[src/fcfsm_pkg.sv]
package fcfsm_pkg;

  // occupancy, address, data and event widths
  localparam int unsigned OCC_W    = 8;
  localparam int unsigned ADDR_W   = 8;
  localparam int unsigned DATA_W   = 32;
  localparam int unsigned EVT_W    = 4;

  // occupancy limits of the queue
  localparam logic [OCC_W-1:0] OCC_EMPTY = 8'h00;
  localparam logic [OCC_W-1:0] OCC_FULL  = 8'hFA;

  // register byte offsets
  localparam logic [ADDR_W-1:0] OFS_STATUS   = 8'h00;
  localparam logic [ADDR_W-1:0] OFS_IRQ_STAT = 8'h04;
  localparam logic [ADDR_W-1:0] OFS_IRQ_MASK = 8'h08;
  localparam logic [ADDR_W-1:0] OFS_CTRL     = 8'h0C;

  // status register field positions
  localparam int unsigned STAT_IND_LSB   = 0;
  localparam int unsigned STAT_EFLAG_BIT = 5;
  localparam int unsigned STAT_FFLAG_BIT = 6;
  localparam int unsigned STAT_OCC_LSB   = 8;

  // control register field positions
  localparam int unsigned CTRL_FREEZE_BIT = 0;

  // interrupt event bit positions
  localparam int unsigned EVT_ENTER_EMPTY = 0;
  localparam int unsigned EVT_ENTER_FULL  = 1;
  localparam int unsigned EVT_REFUSED     = 2;
  localparam int unsigned EVT_BOTH_REQ    = 3;

  // values after reset
  localparam logic [EVT_W-1:0]  RST_IRQ_MASK = 4'h0;
  localparam logic              RST_FREEZE   = 1'b0;
  localparam logic [DATA_W-1:0] RST_RDATA    = 32'h0000_0000;

  typedef enum logic [2:0] {
    ST_EMPTY,
    ST_FULL,
    ST_IDLE,
    ST_DRAIN,
    ST_FILL
  } fcfsm_state_e;

  typedef struct packed {
    logic push;
    logic pop;
  } fcfsm_req_s;

  typedef struct packed {
    logic fill;
    logic drain;
    logic idle;
    logic full;
    logic empty;
  } fcfsm_ind_s;

  typedef struct packed {
    logic [ADDR_W-1:0] addr;
    logic [DATA_W-1:0] wdata;
    logic              we;
    logic              re;
  } fcfsm_bus_s;

  localparam fcfsm_ind_s RST_IND = 5'h01;

endpackage

[src/fcfsm_sticky.sv]
`timescale 1ns/100ps

module fcfsm_sticky
  import fcfsm_pkg::*;
#(
  parameter int unsigned WIDTH = 4
)
(
  // clock and reset
  input  wire logic             core_clk_i,
  input  wire logic             reset_n_i,
  // set and write-one-to-clear
  input  wire logic [WIDTH-1:0] set_i,
  input  wire logic [WIDTH-1:0] clr_i,
  // held bits
  output logic      [WIDTH-1:0] bits_o
);

  logic [WIDTH-1:0] bits_reg;
  logic [WIDTH-1:0] bits_next;

  // set wins so an event in the clearing cycle survives
  assign bits_next = (bits_reg & ~clr_i) | set_i;

  always_ff @(posedge core_clk_i)
  begin
    if (!reset_n_i)
      bits_reg <= '0;
    else
      bits_reg <= bits_next;
  end

  assign bits_o = bits_reg;

endmodule // fcfsm_sticky

[src/fcfsm_ctrl.sv]
// The implementer's own choices: the strobed register port and the register offsets.
`timescale 1ns/100ps

// What this block does
// (RULE_01) Occupancy arrives as an 8-bit unsigned count covering 0 to 250.
// (RULE_02) Reset is synchronous and every output comes from a flip-flop.
// (RULE_03) Reset puts the machine in the empty state, its default state.
// (RULE_04) Empty goes to filling on push below 250, to idle with no request.
// (RULE_05) Full goes to draining on pop and to idle with no request.
// (RULE_06) Idle goes on pop to empty or draining, on push to full or filling.
// (RULE_07) Draining goes idle, empty, stays, full or filling per request.
// (RULE_08) Filling goes idle, full, stays, empty or draining per request.
// (RULE_09) One indicator per state is high only in its own state.
// (RULE_10) A push below 250 increments the counter and writes a byte.
// (RULE_11) A pop above 0 decrements the counter and reads a byte.
// (RULE_12) The empty flag is high exactly when the count is zero.
// (RULE_13) The full flag is high exactly when the count is 250.
// (RULE_14) The more specific condition wins: push at 250 gives full.
// (RULE_15) With no matching condition the machine keeps its state.
// (RULE_16) The requester never raises push and pop in the same cycle; the test raises both once, while frozen, to set EVT_BOTH_REQ.

module fcfsm_ctrl
  import fcfsm_pkg::*;
(
  // clock and reset
  input  wire logic              core_clk_i,
  input  wire logic              reset_n_i,
  // queue requests and counter occupancy
  input  wire fcfsm_req_s        req_i,
  input  wire logic [OCC_W-1:0]  occupancy_i,
  // register port
  input  wire fcfsm_bus_s        bus_i,
  output logic      [DATA_W-1:0] rdata_o,
  // state indicators and occupancy flags
  output fcfsm_ind_s             ind_o,
  output logic                   empty_flag_o,
  output logic                   full_flag_o,
  // counter and ram controls
  output logic                   count_up_o,
  output logic                   count_dn_o,
  output logic                   ram_we_o,
  output logic                   ram_re_o,
  // interrupt
  output logic                   irq_o
);

  ////////////////////////////////////////////////////////////////////////////
  // decode of requests and occupancy

  wire logic push_w;
  wire logic pop_w;
  wire logic none_w;
  wire logic at_full_w;
  wire logic at_empty_w;

  assign push_w     = req_i.push;
  assign pop_w      = req_i.pop;
  assign none_w     = !push_w && !pop_w;
  assign at_full_w  = (occupancy_i == OCC_FULL);  // [RULE_01]
  assign at_empty_w = (occupancy_i == OCC_EMPTY); // [RULE_01]

  ////////////////////////////////////////////////////////////////////////////
  // state machine

  fcfsm_state_e state_reg;
  fcfsm_state_e state_next;
  fcfsm_state_e step_w;
  logic         freeze_reg;

  always_comb
  begin
    step_w = state_reg;
    case (state_reg)
      ST_EMPTY:
      begin
        // pop here and push at 250 are not listed, so stay
        if (none_w)
          step_w = ST_IDLE;                         // [RULE_04]
        else if (push_w && !at_full_w)
          step_w = ST_FILL;                         // [RULE_04] [RULE_15]
      end
      ST_FULL:
      begin
        // pop checked first; a push alone keeps full
        if (pop_w)
          step_w = ST_DRAIN;                        // [RULE_05]
        else if (none_w)
          step_w = ST_IDLE;                         // [RULE_05] [RULE_15]
      end
      ST_IDLE:
      begin
        if (pop_w)
          step_w = at_empty_w ? ST_EMPTY : ST_DRAIN; // [RULE_06] [RULE_14]
        else if (push_w)
          step_w = at_full_w ? ST_FULL : ST_FILL;   // [RULE_06] [RULE_14]
      end
      ST_DRAIN:
      begin
        if (none_w)
          step_w = ST_IDLE;                         // [RULE_07]
        else if (pop_w)
          step_w = at_empty_w ? ST_EMPTY : ST_DRAIN; // [RULE_07] [RULE_14]
        else
          step_w = at_full_w ? ST_FULL : ST_FILL;   // [RULE_07] [RULE_14]
      end
      ST_FILL:
      begin
        if (none_w)
          step_w = ST_IDLE;                         // [RULE_08]
        else if (push_w)
          step_w = at_full_w ? ST_FULL : ST_FILL;   // [RULE_08] [RULE_14]
        else
          step_w = at_empty_w ? ST_EMPTY : ST_DRAIN; // [RULE_08] [RULE_14]
      end
      default:
        step_w = ST_EMPTY;
    endcase
  end

  // freeze holds the machine so software can inspect a stable state
  assign state_next = freeze_reg ? state_reg : step_w;

  always_ff @(posedge core_clk_i)
  begin
    if (!reset_n_i)
      state_reg <= ST_EMPTY;                        // [RULE_02] [RULE_03]
    else
      state_reg <= state_next;
  end

  ////////////////////////////////////////////////////////////////////////////
  // registered outputs: indicators follow state_next so they match state_reg

  wire fcfsm_ind_s ind_next;
  fcfsm_ind_s ind_reg;
  logic       eflag_reg;
  logic       fflag_reg;
  logic       up_reg;
  logic       dn_reg;

  assign ind_next.empty = (state_next == ST_EMPTY); // [RULE_09]
  assign ind_next.full  = (state_next == ST_FULL);  // [RULE_09]
  assign ind_next.idle  = (state_next == ST_IDLE);  // [RULE_09]
  assign ind_next.drain = (state_next == ST_DRAIN); // [RULE_09]
  assign ind_next.fill  = (state_next == ST_FILL);  // [RULE_09]

  wire logic up_next;
  wire logic dn_next;

  // counter commands are not gated by freeze: the queue keeps moving data
  assign up_next = push_w && (occupancy_i < OCC_FULL);  // [RULE_10]
  assign dn_next = pop_w && (occupancy_i > OCC_EMPTY);  // [RULE_11]

  always_ff @(posedge core_clk_i)
  begin
    if (!reset_n_i)
    begin
      ind_reg   <= RST_IND;                         // [RULE_03]
      eflag_reg <= 1'b1;
      fflag_reg <= 1'b0;
      up_reg    <= 1'b0;
      dn_reg    <= 1'b0;
    end
    else
    begin
      ind_reg   <= ind_next;                        // [RULE_02]
      eflag_reg <= at_empty_w;                      // [RULE_12]
      fflag_reg <= at_full_w;                       // [RULE_13]
      up_reg    <= up_next;                         // [RULE_10]
      dn_reg    <= dn_next;                         // [RULE_11]
    end
  end

  assign ind_o        = ind_reg;
  assign empty_flag_o = eflag_reg;
  assign full_flag_o  = fflag_reg;
  assign count_up_o   = up_reg;
  assign ram_we_o     = up_reg;
  assign count_dn_o   = dn_reg;
  assign ram_re_o     = dn_reg;

  ////////////////////////////////////////////////////////////////////////////
  // events and interrupt

  wire logic [EVT_W-1:0] evt_w;
  wire logic [EVT_W-1:0] evt_clr_w;
  wire logic [EVT_W-1:0] irq_stat_w;
  logic      [EVT_W-1:0] mask_reg;
  logic                  irq_reg;
  wire logic             irq_next_w = |(irq_stat_w & mask_reg);
  assign evt_w[EVT_ENTER_EMPTY] = ind_next.empty && !ind_reg.empty;
  assign evt_w[EVT_ENTER_FULL]  = ind_next.full && !ind_reg.full;
  // a request the machine cannot act on in its current state
  assign evt_w[EVT_REFUSED]     = (ind_reg.full && push_w && !pop_w)
                               || (ind_reg.empty && pop_w && !push_w);
  assign evt_w[EVT_BOTH_REQ]    = push_w && pop_w;

  wire logic sel_stat_w;
  wire logic sel_irq_w;
  wire logic sel_mask_w;
  wire logic sel_ctrl_w;

  assign sel_stat_w = (bus_i.addr == OFS_STATUS);
  assign sel_irq_w  = (bus_i.addr == OFS_IRQ_STAT);
  assign sel_mask_w = (bus_i.addr == OFS_IRQ_MASK);
  assign sel_ctrl_w = (bus_i.addr == OFS_CTRL);

  assign evt_clr_w = (bus_i.we && sel_irq_w) ? bus_i.wdata[EVT_W-1:0]
                                             : '0;

  fcfsm_sticky #(
    .WIDTH (EVT_W)
  ) u_irq_stat (
    .core_clk_i (core_clk_i),
    .reset_n_i  (reset_n_i),
    .set_i      (evt_w),
    .clr_i      (evt_clr_w),
    .bits_o     (irq_stat_w)
  );

  always_ff @(posedge core_clk_i)
  begin
    if (!reset_n_i)
      irq_reg <= 1'b0;
    else
      irq_reg <= irq_next_w;
  end

  assign irq_o = irq_reg;

  ////////////////////////////////////////////////////////////////////////////
  // register port

  logic              freeze_next;
  logic [EVT_W-1:0]  mask_next;
  logic [DATA_W-1:0] rdata_reg;
  logic [DATA_W-1:0] rdata_next;
  logic [DATA_W-1:0] stat_word_w;

  always_comb
  begin
    stat_word_w = '0;
    stat_word_w[STAT_IND_LSB +: 5]          = ind_reg;
    stat_word_w[STAT_EFLAG_BIT]             = eflag_reg;
    stat_word_w[STAT_FFLAG_BIT]             = fflag_reg;
    stat_word_w[STAT_OCC_LSB +: OCC_W]      = occupancy_i;
  end

  assign mask_next   = (bus_i.we && sel_mask_w) ? bus_i.wdata[EVT_W-1:0]
                                                : mask_reg;
  assign freeze_next = (bus_i.we && sel_ctrl_w)
                     ? bus_i.wdata[CTRL_FREEZE_BIT] : freeze_reg;

  // unmapped reads and idle cycles return zero
  always_comb
  begin
    rdata_next = '0;
    if (bus_i.re)
    begin
      if (sel_stat_w)
        rdata_next = stat_word_w;
      else if (sel_irq_w)
        rdata_next[EVT_W-1:0] = irq_stat_w;
      else if (sel_mask_w)
        rdata_next[EVT_W-1:0] = mask_reg;
      else if (sel_ctrl_w)
        rdata_next[CTRL_FREEZE_BIT] = freeze_reg;
    end
  end

  always_ff @(posedge core_clk_i)
  begin
    if (!reset_n_i)
    begin
      mask_reg   <= RST_IRQ_MASK;
      freeze_reg <= RST_FREEZE;
      rdata_reg  <= RST_RDATA;
    end
    else
    begin
      mask_reg   <= mask_next;
      freeze_reg <= freeze_next;
      rdata_reg  <= rdata_next;
    end
  end

  assign rdata_o = rdata_reg;

  ////////////////////////////////////////////////////////////////////////////
  // checks

  AST_RESET_EMPTY: assert property ( // [RULE_03]
    @(posedge core_clk_i) !reset_n_i |=> (ind_o == RST_IND)
  ) else $error("reset did not select the empty state");

  AST_ONE_HOT: assert property ( // [RULE_09]
    @(posedge core_clk_i) disable iff (!reset_n_i)
    $onehot(ind_o) && (ind_o.empty == (state_reg == ST_EMPTY))
      && (ind_o.fill == (state_reg == ST_FILL))
  ) else $error("state indicators do not match the state");

  AST_IDLE_ON_NONE: assert property ( // [RULE_04] [RULE_05] [RULE_07]
    @(posedge core_clk_i) disable iff (!reset_n_i)
    (!freeze_reg && none_w) |=> ind_o.idle && !ind_o.empty
  ) else $error("no request did not lead to idle");

  AST_FULL_ON_PUSH: assert property ( // [RULE_14]
    @(posedge core_clk_i) disable iff (!reset_n_i)
    (!freeze_reg && push_w && !pop_w && at_full_w && !ind_o.empty)
      |=> ind_o.full
  ) else $error("push at 250 did not select full");

  AST_EMPTY_ON_POP: assert property ( // [RULE_06] [RULE_08]
    @(posedge core_clk_i) disable iff (!reset_n_i)
    (!freeze_reg && pop_w && !push_w && at_empty_w && !ind_o.full)
      |=> ind_o.empty
  ) else $error("pop at zero did not select empty");

  AST_FULL_TO_DRAIN: assert property ( // [RULE_05]
    @(posedge core_clk_i) disable iff (!reset_n_i)
    (!freeze_reg && ind_o.full && pop_w) |=> ind_o.drain
  ) else $error("pop in full did not select draining");

  AST_FULL_PUSH_STAYS: assert property ( // [RULE_15]
    @(posedge core_clk_i) disable iff (!reset_n_i)
    (!freeze_reg && ind_o.full && push_w && !pop_w) |=> $stable(ind_o)
  ) else $error("push in full changed the state");

  AST_COUNT_UP: assert property ( // [RULE_10]
    @(posedge core_clk_i) disable iff (!reset_n_i)
    (push_w && !pop_w) |=> (count_up_o == ($past(occupancy_i) < OCC_FULL))
      && ram_we_o == count_up_o && !count_dn_o
  ) else $error("increment and write do not follow push");

  AST_COUNT_DN: assert property ( // [RULE_11]
    @(posedge core_clk_i) disable iff (!reset_n_i)
    (pop_w && !push_w) |=> (count_dn_o == ($past(occupancy_i) != OCC_EMPTY))
      && ram_re_o == count_dn_o && !count_up_o
  ) else $error("decrement and read do not follow pop");

  AST_FLAGS: assert property ( // [RULE_12] [RULE_13]
    @(posedge core_clk_i) disable iff (!reset_n_i)
    ##1 (empty_flag_o == ($past(occupancy_i) == 8'h00))
      && (full_flag_o == ($past(occupancy_i) == 8'hFA))
  ) else $error("occupancy flags wrong");

  AST_IRQ_LEVEL: assert property ( // [RULE_02]
    @(posedge core_clk_i) disable iff (!reset_n_i)
    ##1 irq_o == $past(irq_next_w)
  ) else $error("interrupt does not follow masked status");

endmodule // fcfsm_ctrl

[config.mk]
export PLATFORM = sky130hd
export DESIGN_NAME = fcfsm_ctrl
export DESIGN_NICKNAME = d
export VERILOG_FILES = /design/src/fcfsm_pkg.sv /design/src/fcfsm_sticky.sv /design/src/fcfsm_ctrl.sv
export SDC_FILE = /design/constraint.sdc
export NUM_CORES = 1
export LEC_CHECK = 0
export ABC_CLOCK_PERIOD_IN_PS = 2900
export BUFFER_PORTS_ARGS = -buffer_cell sky130_fd_sc_hd__clkbuf_2
export CORE_ASPECT_RATIO = 1.25
export CORE_MARGIN = 3
export CORE_UTILIZATION = 35
export CTS_CLUSTER_DIAMETER = 100
export DETAILED_ROUTE_END_ITERATION = 12
export PLACE_DENSITY_LB_ADDON = 0.25
export SLEW_MARGIN = 20
export SYNTH_ARGS = -nofsm -noshare
export SYNTH_HDL_FRONTEND = slang
export SYNTH_SLANG_ARGS = --single-unit
export TNS_END_PERCENT = 20
[constraint.sdc]
create_clock -name core_clk_i -period 2.9 [get_ports core_clk_i]
set_input_delay 0.29 -clock core_clk_i [delete_from_list [all_inputs] [get_ports core_clk_i]]
set_output_delay 0.29 -clock core_clk_i [all_outputs]
set_load 0.01 [all_outputs]
### Word-level counts from Yosys, hierarchy flattened

Index checks and enable logic that the tools add are counted.

* bits in registers: 54
* input bits: 54
* output and inout port bits: 44
* word-level logic and storage cells: 81

* $lt $le $gt $ge: 2
* eq/ne operators: 12
* mux-type cells: 20
* bitwise logic cells: 4
* reduce and logical (&&, ||, !) cells: 27

Operator list (count)
* 2-to-1 mux 3 bit: 13
* == test 8 x 4 -> 1 bit (second input constant): 2
* zero test 8 bit: 2
* case mux 3 bit (5 select lines): 1
* logical AND 1 bit: 14
* == test 3 x 2 -> 1 bit (second input constant): 4
* 2-to-1 mux 4 bit: 3
* AND 4 bit: 2
* == test 8 x 3 -> 1 bit (second input constant): 1
* == test 8 bit (second input constant): 1
* > comparator 8 x 1 -> 1 bit (second input constant): 1
* < comparator 8 bit (second input constant): 1
* == test 3 x 1 -> 1 bit (second input constant): 2
* == test 3 bit (second input constant): 2
* zero test 3 bit: 2
* zero test 1 bit: 5
* inverter 4 bit: 1
* bitwise OR 4 bit: 1
* OR reduction 4 bit: 1
* AND reduction 3 bit: 1
* 2-to-1 mux 1 bit: 2
* 2-to-1 mux 2 bit: 1
* AND reduction 2 bit: 1
* logical OR 1 bit: 1

### Longest topological paths before layout

* depth in word-level cells: 10
* gate-level depth with buffers: 6
* gate-level depth less buffers: 5

### Modules after synthesis

Synthesis repeated with hierarchy kept, for this count alone.

* cells, all modules: 180
* area total of the unflattened synthesis: 1669.1 um2

Modules (own cells, without submodules)
* fcfsm_ctrl: times used 1, cells each 168, area each 1503.9 um2
* fcfsm_sticky: times used 1, cells each 12, area each 165.2 um2

### Worst setup path before layout

Ideal clock, no wire load.

* path type: input to register
* start: input port bus_i[41] (netlist bit)
* end: register mask_reg[0]
* arrival time: 1.555 ns
* data required time: 2.772 ns
* slack: 1.218 ns
* cell stages on the path: 6
* cells stage by stage: or4_4 > nor3_4 > and4b_1 > buf_4 > mux2i_1 > nor2_1

* word-level cells in the longest chain between the ends: 2

Ends and longest elaborated chain
* from (decl): line fcfsm_ctrl.sv:32 `input wire fcfsm_bus_s bus_i,`
* == test 8 x 4 -> 1 bit: line fcfsm_ctrl.sv:205 `assign sel_mask_w = (bus_i.addr == OFS_IRQ_MASK);`
* logical AND 1 bit: line fcfsm_ctrl.sv:249 `assign mask_next = (bus_i.we && sel_mask_w) ? bus_i.wdata[EVT_W-1:0]`
* to (signal assigned): line fcfsm_ctrl.sv:281 `mask_reg <= mask_next;`
* to (decl): line fcfsm_ctrl.sv:188 `logic [EVT_W-1:0] mask_reg;`

Every way passes these cells.
A chain may end at the register's enable or synchronous reset.

### Worst setup path after layout

* start: register freeze_reg
* end: register u_irq_stat.bits_reg[1] (netlist: u_irq_stat.bits_o[1])

* word-level cells in the longest chain between the ends: 4

Ends and longest elaborated chain
* from (decl): line fcfsm_ctrl.sv:68 `logic freeze_reg;`
* from (signal assigned): line fcfsm_ctrl.sv:282 `freeze_reg <= freeze_next;`
* 2-to-1 mux 3 bit: line fcfsm_ctrl.sv:121 `assign state_next = freeze_reg ? state_reg : step_w;`
* == test 3 x 1 -> 1 bit: line fcfsm_ctrl.sv:142 `assign ind_next.full = (state_next == ST_FULL);`
* logical AND 1 bit: line fcfsm_ctrl.sv:192 `assign evt_w[EVT_ENTER_FULL] = ind_next.full && !ind_reg.full;`
* bitwise OR 4 bit: line fcfsm_sticky.sv:23 `assign bits_next = (bits_reg & ~clr_i) | set_i;`
* to (signal assigned): line fcfsm_sticky.sv:30 `bits_reg <= bits_next;`
* to (decl): line fcfsm_sticky.sv:19 `logic [WIDTH-1:0] bits_reg;`

Every way passes these cells.

==> impl_metrics.toml <==
[floorplan]
start_util_pct = 37.31
die_h_um = 83.67
fp-row-count = 27
core-area_um2 = 4527
fp.dieW_um = 68.14
die_area_um2 = 5701
io_pins = 98

[clocking]
insertion_delay_ns = 0.28
cts_setup_buffers = 0
cts_buffers = 5
cts-hold-fix-buffers = 0
cts_tree = "built"
cts_sinks = 37
clk_pin_slew_ns = 0.07
htree_levels = 2
clk_path_buf_depth = 2
postCtsResizedCells = 0
ctsRootBufferMaster = "clkbuf_8"

[sta]
finClkSkew_ns = 0.008655
layout_min_cycle_time_ns = 1.866
post-route-period-util_pct = 64.33
max_slew_margin_pct = 59.04
rsz0062_at_grt = "no"
setup_tns_ns = 0
hold_viol = 0
setup_violations = 0
final-max-slew-violation-count = 0
max_freq_mhz = 536.0
worst_pin_slew_ns = 0.6103

[place]
hpwl_um = 2755
port_buffers = 52
gp_congestion = 0.8241

[logic_synthesis]
synthAdderAreaFrac_pct = 0
synthTopCellsByArea = "dfxtp_1, buf_4, and2_1"
synth_top_family_by_area = "simple AND/OR/NAND/NOR gates"
yosysMostFrequentCell = "dfxtp_1"
synth_xor_xnor_area_share_pct = 0
synth_top_cell_area_share_pct = 43.85
yosysSeqAreaShare_pct = 43.85
synth_compound_area_share_pct = 11.04
synth_top_area_cell = "dfxtp_1"
synthCells = 181
yosysWarningCount = 0
synth_common_cells = "dfxtp_1, buf_4, nor2_1"
ys_ff_latch = 37
synth_area_um2 = 1689
synth_edf_count = 0
avgSynthCellArea_um2 = 9.332
synth_mux_area_share_pct = 4.296
synth_simple_gate_area_share_pct = 27.78
synthFlopType = "dfxtp_1"
yosys.cell_types.count = 45
synthArstFlopShare_pct = 0

[route]
routedWlPerCell_um = 12.36
via_per_inst = 4.745
first_pass_iters = 4
drc = 0
wirelength_um = 3534
ant_nets = 0
drt_iter0_drc = 63
dr_total_vias = 1357

[critical_path]
critPathRequiredTime_ns = 3.05
r2r_start = "freeze_reg"
worstSetupPathType = "reg2reg"
start_kind = "flip-flop"
cp.arrival_ns = 2.01
reg2regPathDepth = 5
worstPathMaxFanout = 11
crit_path_end_kind = "flip-flop"
startpoint = "freeze_reg"

[final_layout]
syn_to_final_growth_pct = 16.52
largest_reg_flops = 15
fillers = 481
drive_gt1_share_pct = 28.95
multi_input_area_um2 = 792.0
diodes = 0
layout.area.seq_um2 = 740.7
nets = 281

[worst_hold_path]
hold_path_class = "in2reg"
min_from = "occupancy_i[0]"
hold_path_depth = 2

[power]
swShare_pct = 24.69
p_total_mw = 0.9813
p_int_mw = 0.7390
peakVddDrop_mv = 0.1707
p_leak_nw = 0.8872
p_sw_mw = 0.2423
p_per_area_nw_per_um2 = 498.6
pwr-share-seq_pct = 54.7
power_frac_comb_pct = 11.2
p_clk_share_pct = 34.1

[job]
maxCapViolations = 0

[global_route]
grt_first_pass_wirelength_um = 5664
grt_usage_pct = 12.83
overflow = 0
grt_max_degree = 13
grt_pass1_vias = 1279
antenna_found_initial = 0

[run_status]
status = "complete, no violations"
-- cells by family (layout without fill, tap and decap cells) --
family | Yosys count | in the layout
DFF | 37 | 37
AOI/OAI and AO/OA | 26 | 26
and+or+nand+nor | 76 | 76
other | 1 | 17
muxes | 6 | 6
buffers and inverters | 35 | 66
-- stage by stage --
step	hold slack [ns]	utilization [%]	instance area [µm²]	cells	worst slack [ns]
6_report	0.2502	43.48	1968	286	1.034
5_1_grt	0.2727	43.48	1968	286	0.9084
4_1_cts	0.2430	43.48	1968	286	1.043
3_5_place_dp	0.4487	41.71	1888	278	0.9034
3_3_place_gp	0.4336	41.71	1888	278	0.9324
2_1_floorplan	0.4117	-	1749	197	1.218
-- cells in the final DEF (no fill, tap or decap), drive strengths merged --
master / netlist / layout
clkbuf: 4 / 60
a22oi: 2 / 2
and2b: 1 / 1
nor2b: 6 / 6
and2: 12 / 12
a21oi: 4 / 4
o21ai: 5 / 5
nand3: 2 / 2
o211ai: 2 / 2
a2111oi: 3 / 3
o211a: 1 / 1
conb: 1 / 17
mux4: 1 / 1
nand3b: 2 / 2
dfxtp: 37 / 37
o31ai: 3 / 3
or4: 1 / 1
nor4: 2 / 2
nand4b: 3 / 3
and3: 2 / 2
o311a: 2 / 2
a31oi: 1 / 1
nand2: 7 / 7
nand4: 2 / 2
inv: 6 / 6
nor2: 16 / 16
or2: 1 / 1
nand4bb: 1 / 1
nor3b: 4 / 4
and4b: 1 / 1
or3: 1 / 1
nand2b: 4 / 4
a311o: 1 / 1
mux2i: 5 / 5
o21a: 1 / 1
nor3: 6 / 6
a311oi: 1 / 1
or3b: 2 / 2
-- final cells by class --
type	count	share of cell area, %
tap	58	3.687
timing repair buffer	52	13.22
multi-input combinational	125	40.24
inverter	6	1.144
clock buffer	8	4.069
sequential	37	37.64
-- critical path, stage by stage (launching register included) --
cell and delay (ns):
dfxtp_1 0.54, nor2_1 0.08, and3_1 0.18, o211a_1 0.24
a311oi_1 0.54, o31ai_1 0.14
-- routing by layer --
metal / wire length [µm] / track usage, %
met3: 262 / 2.965
met1: 1463 / 14.48
met2: 1747 / 22.46
met5: 0 / 0
met4: 60 / 4.882
-- worst paths after layout --
kind / slack, ns / end
setup / recovery: 1.03 / u_irq_stat.bits_o[1]
setup reg to reg: 1.03 / u_irq_stat.bits_o[1]
hold reg to reg: 0.46 / rdata_o[6]
hold / removal: 0.25 / rdata_o[8]
-- power by group through the flow --
stage | Clock (mW) | Combinational, mW | Sequential [mW]
final | 0.335 | 0.110 | 0.536
after global routing | 0.362 | 0.125 | 0.539
after CTS | 0.345 | 0.111 | 0.536
after detailed placement | 0 | 0.111 | 0.548
after global placement | 0 | 0.109 | 0.548
after floorplan | 0 | 0.0886 | 0.546
Power figures use the tool's default switching activity.
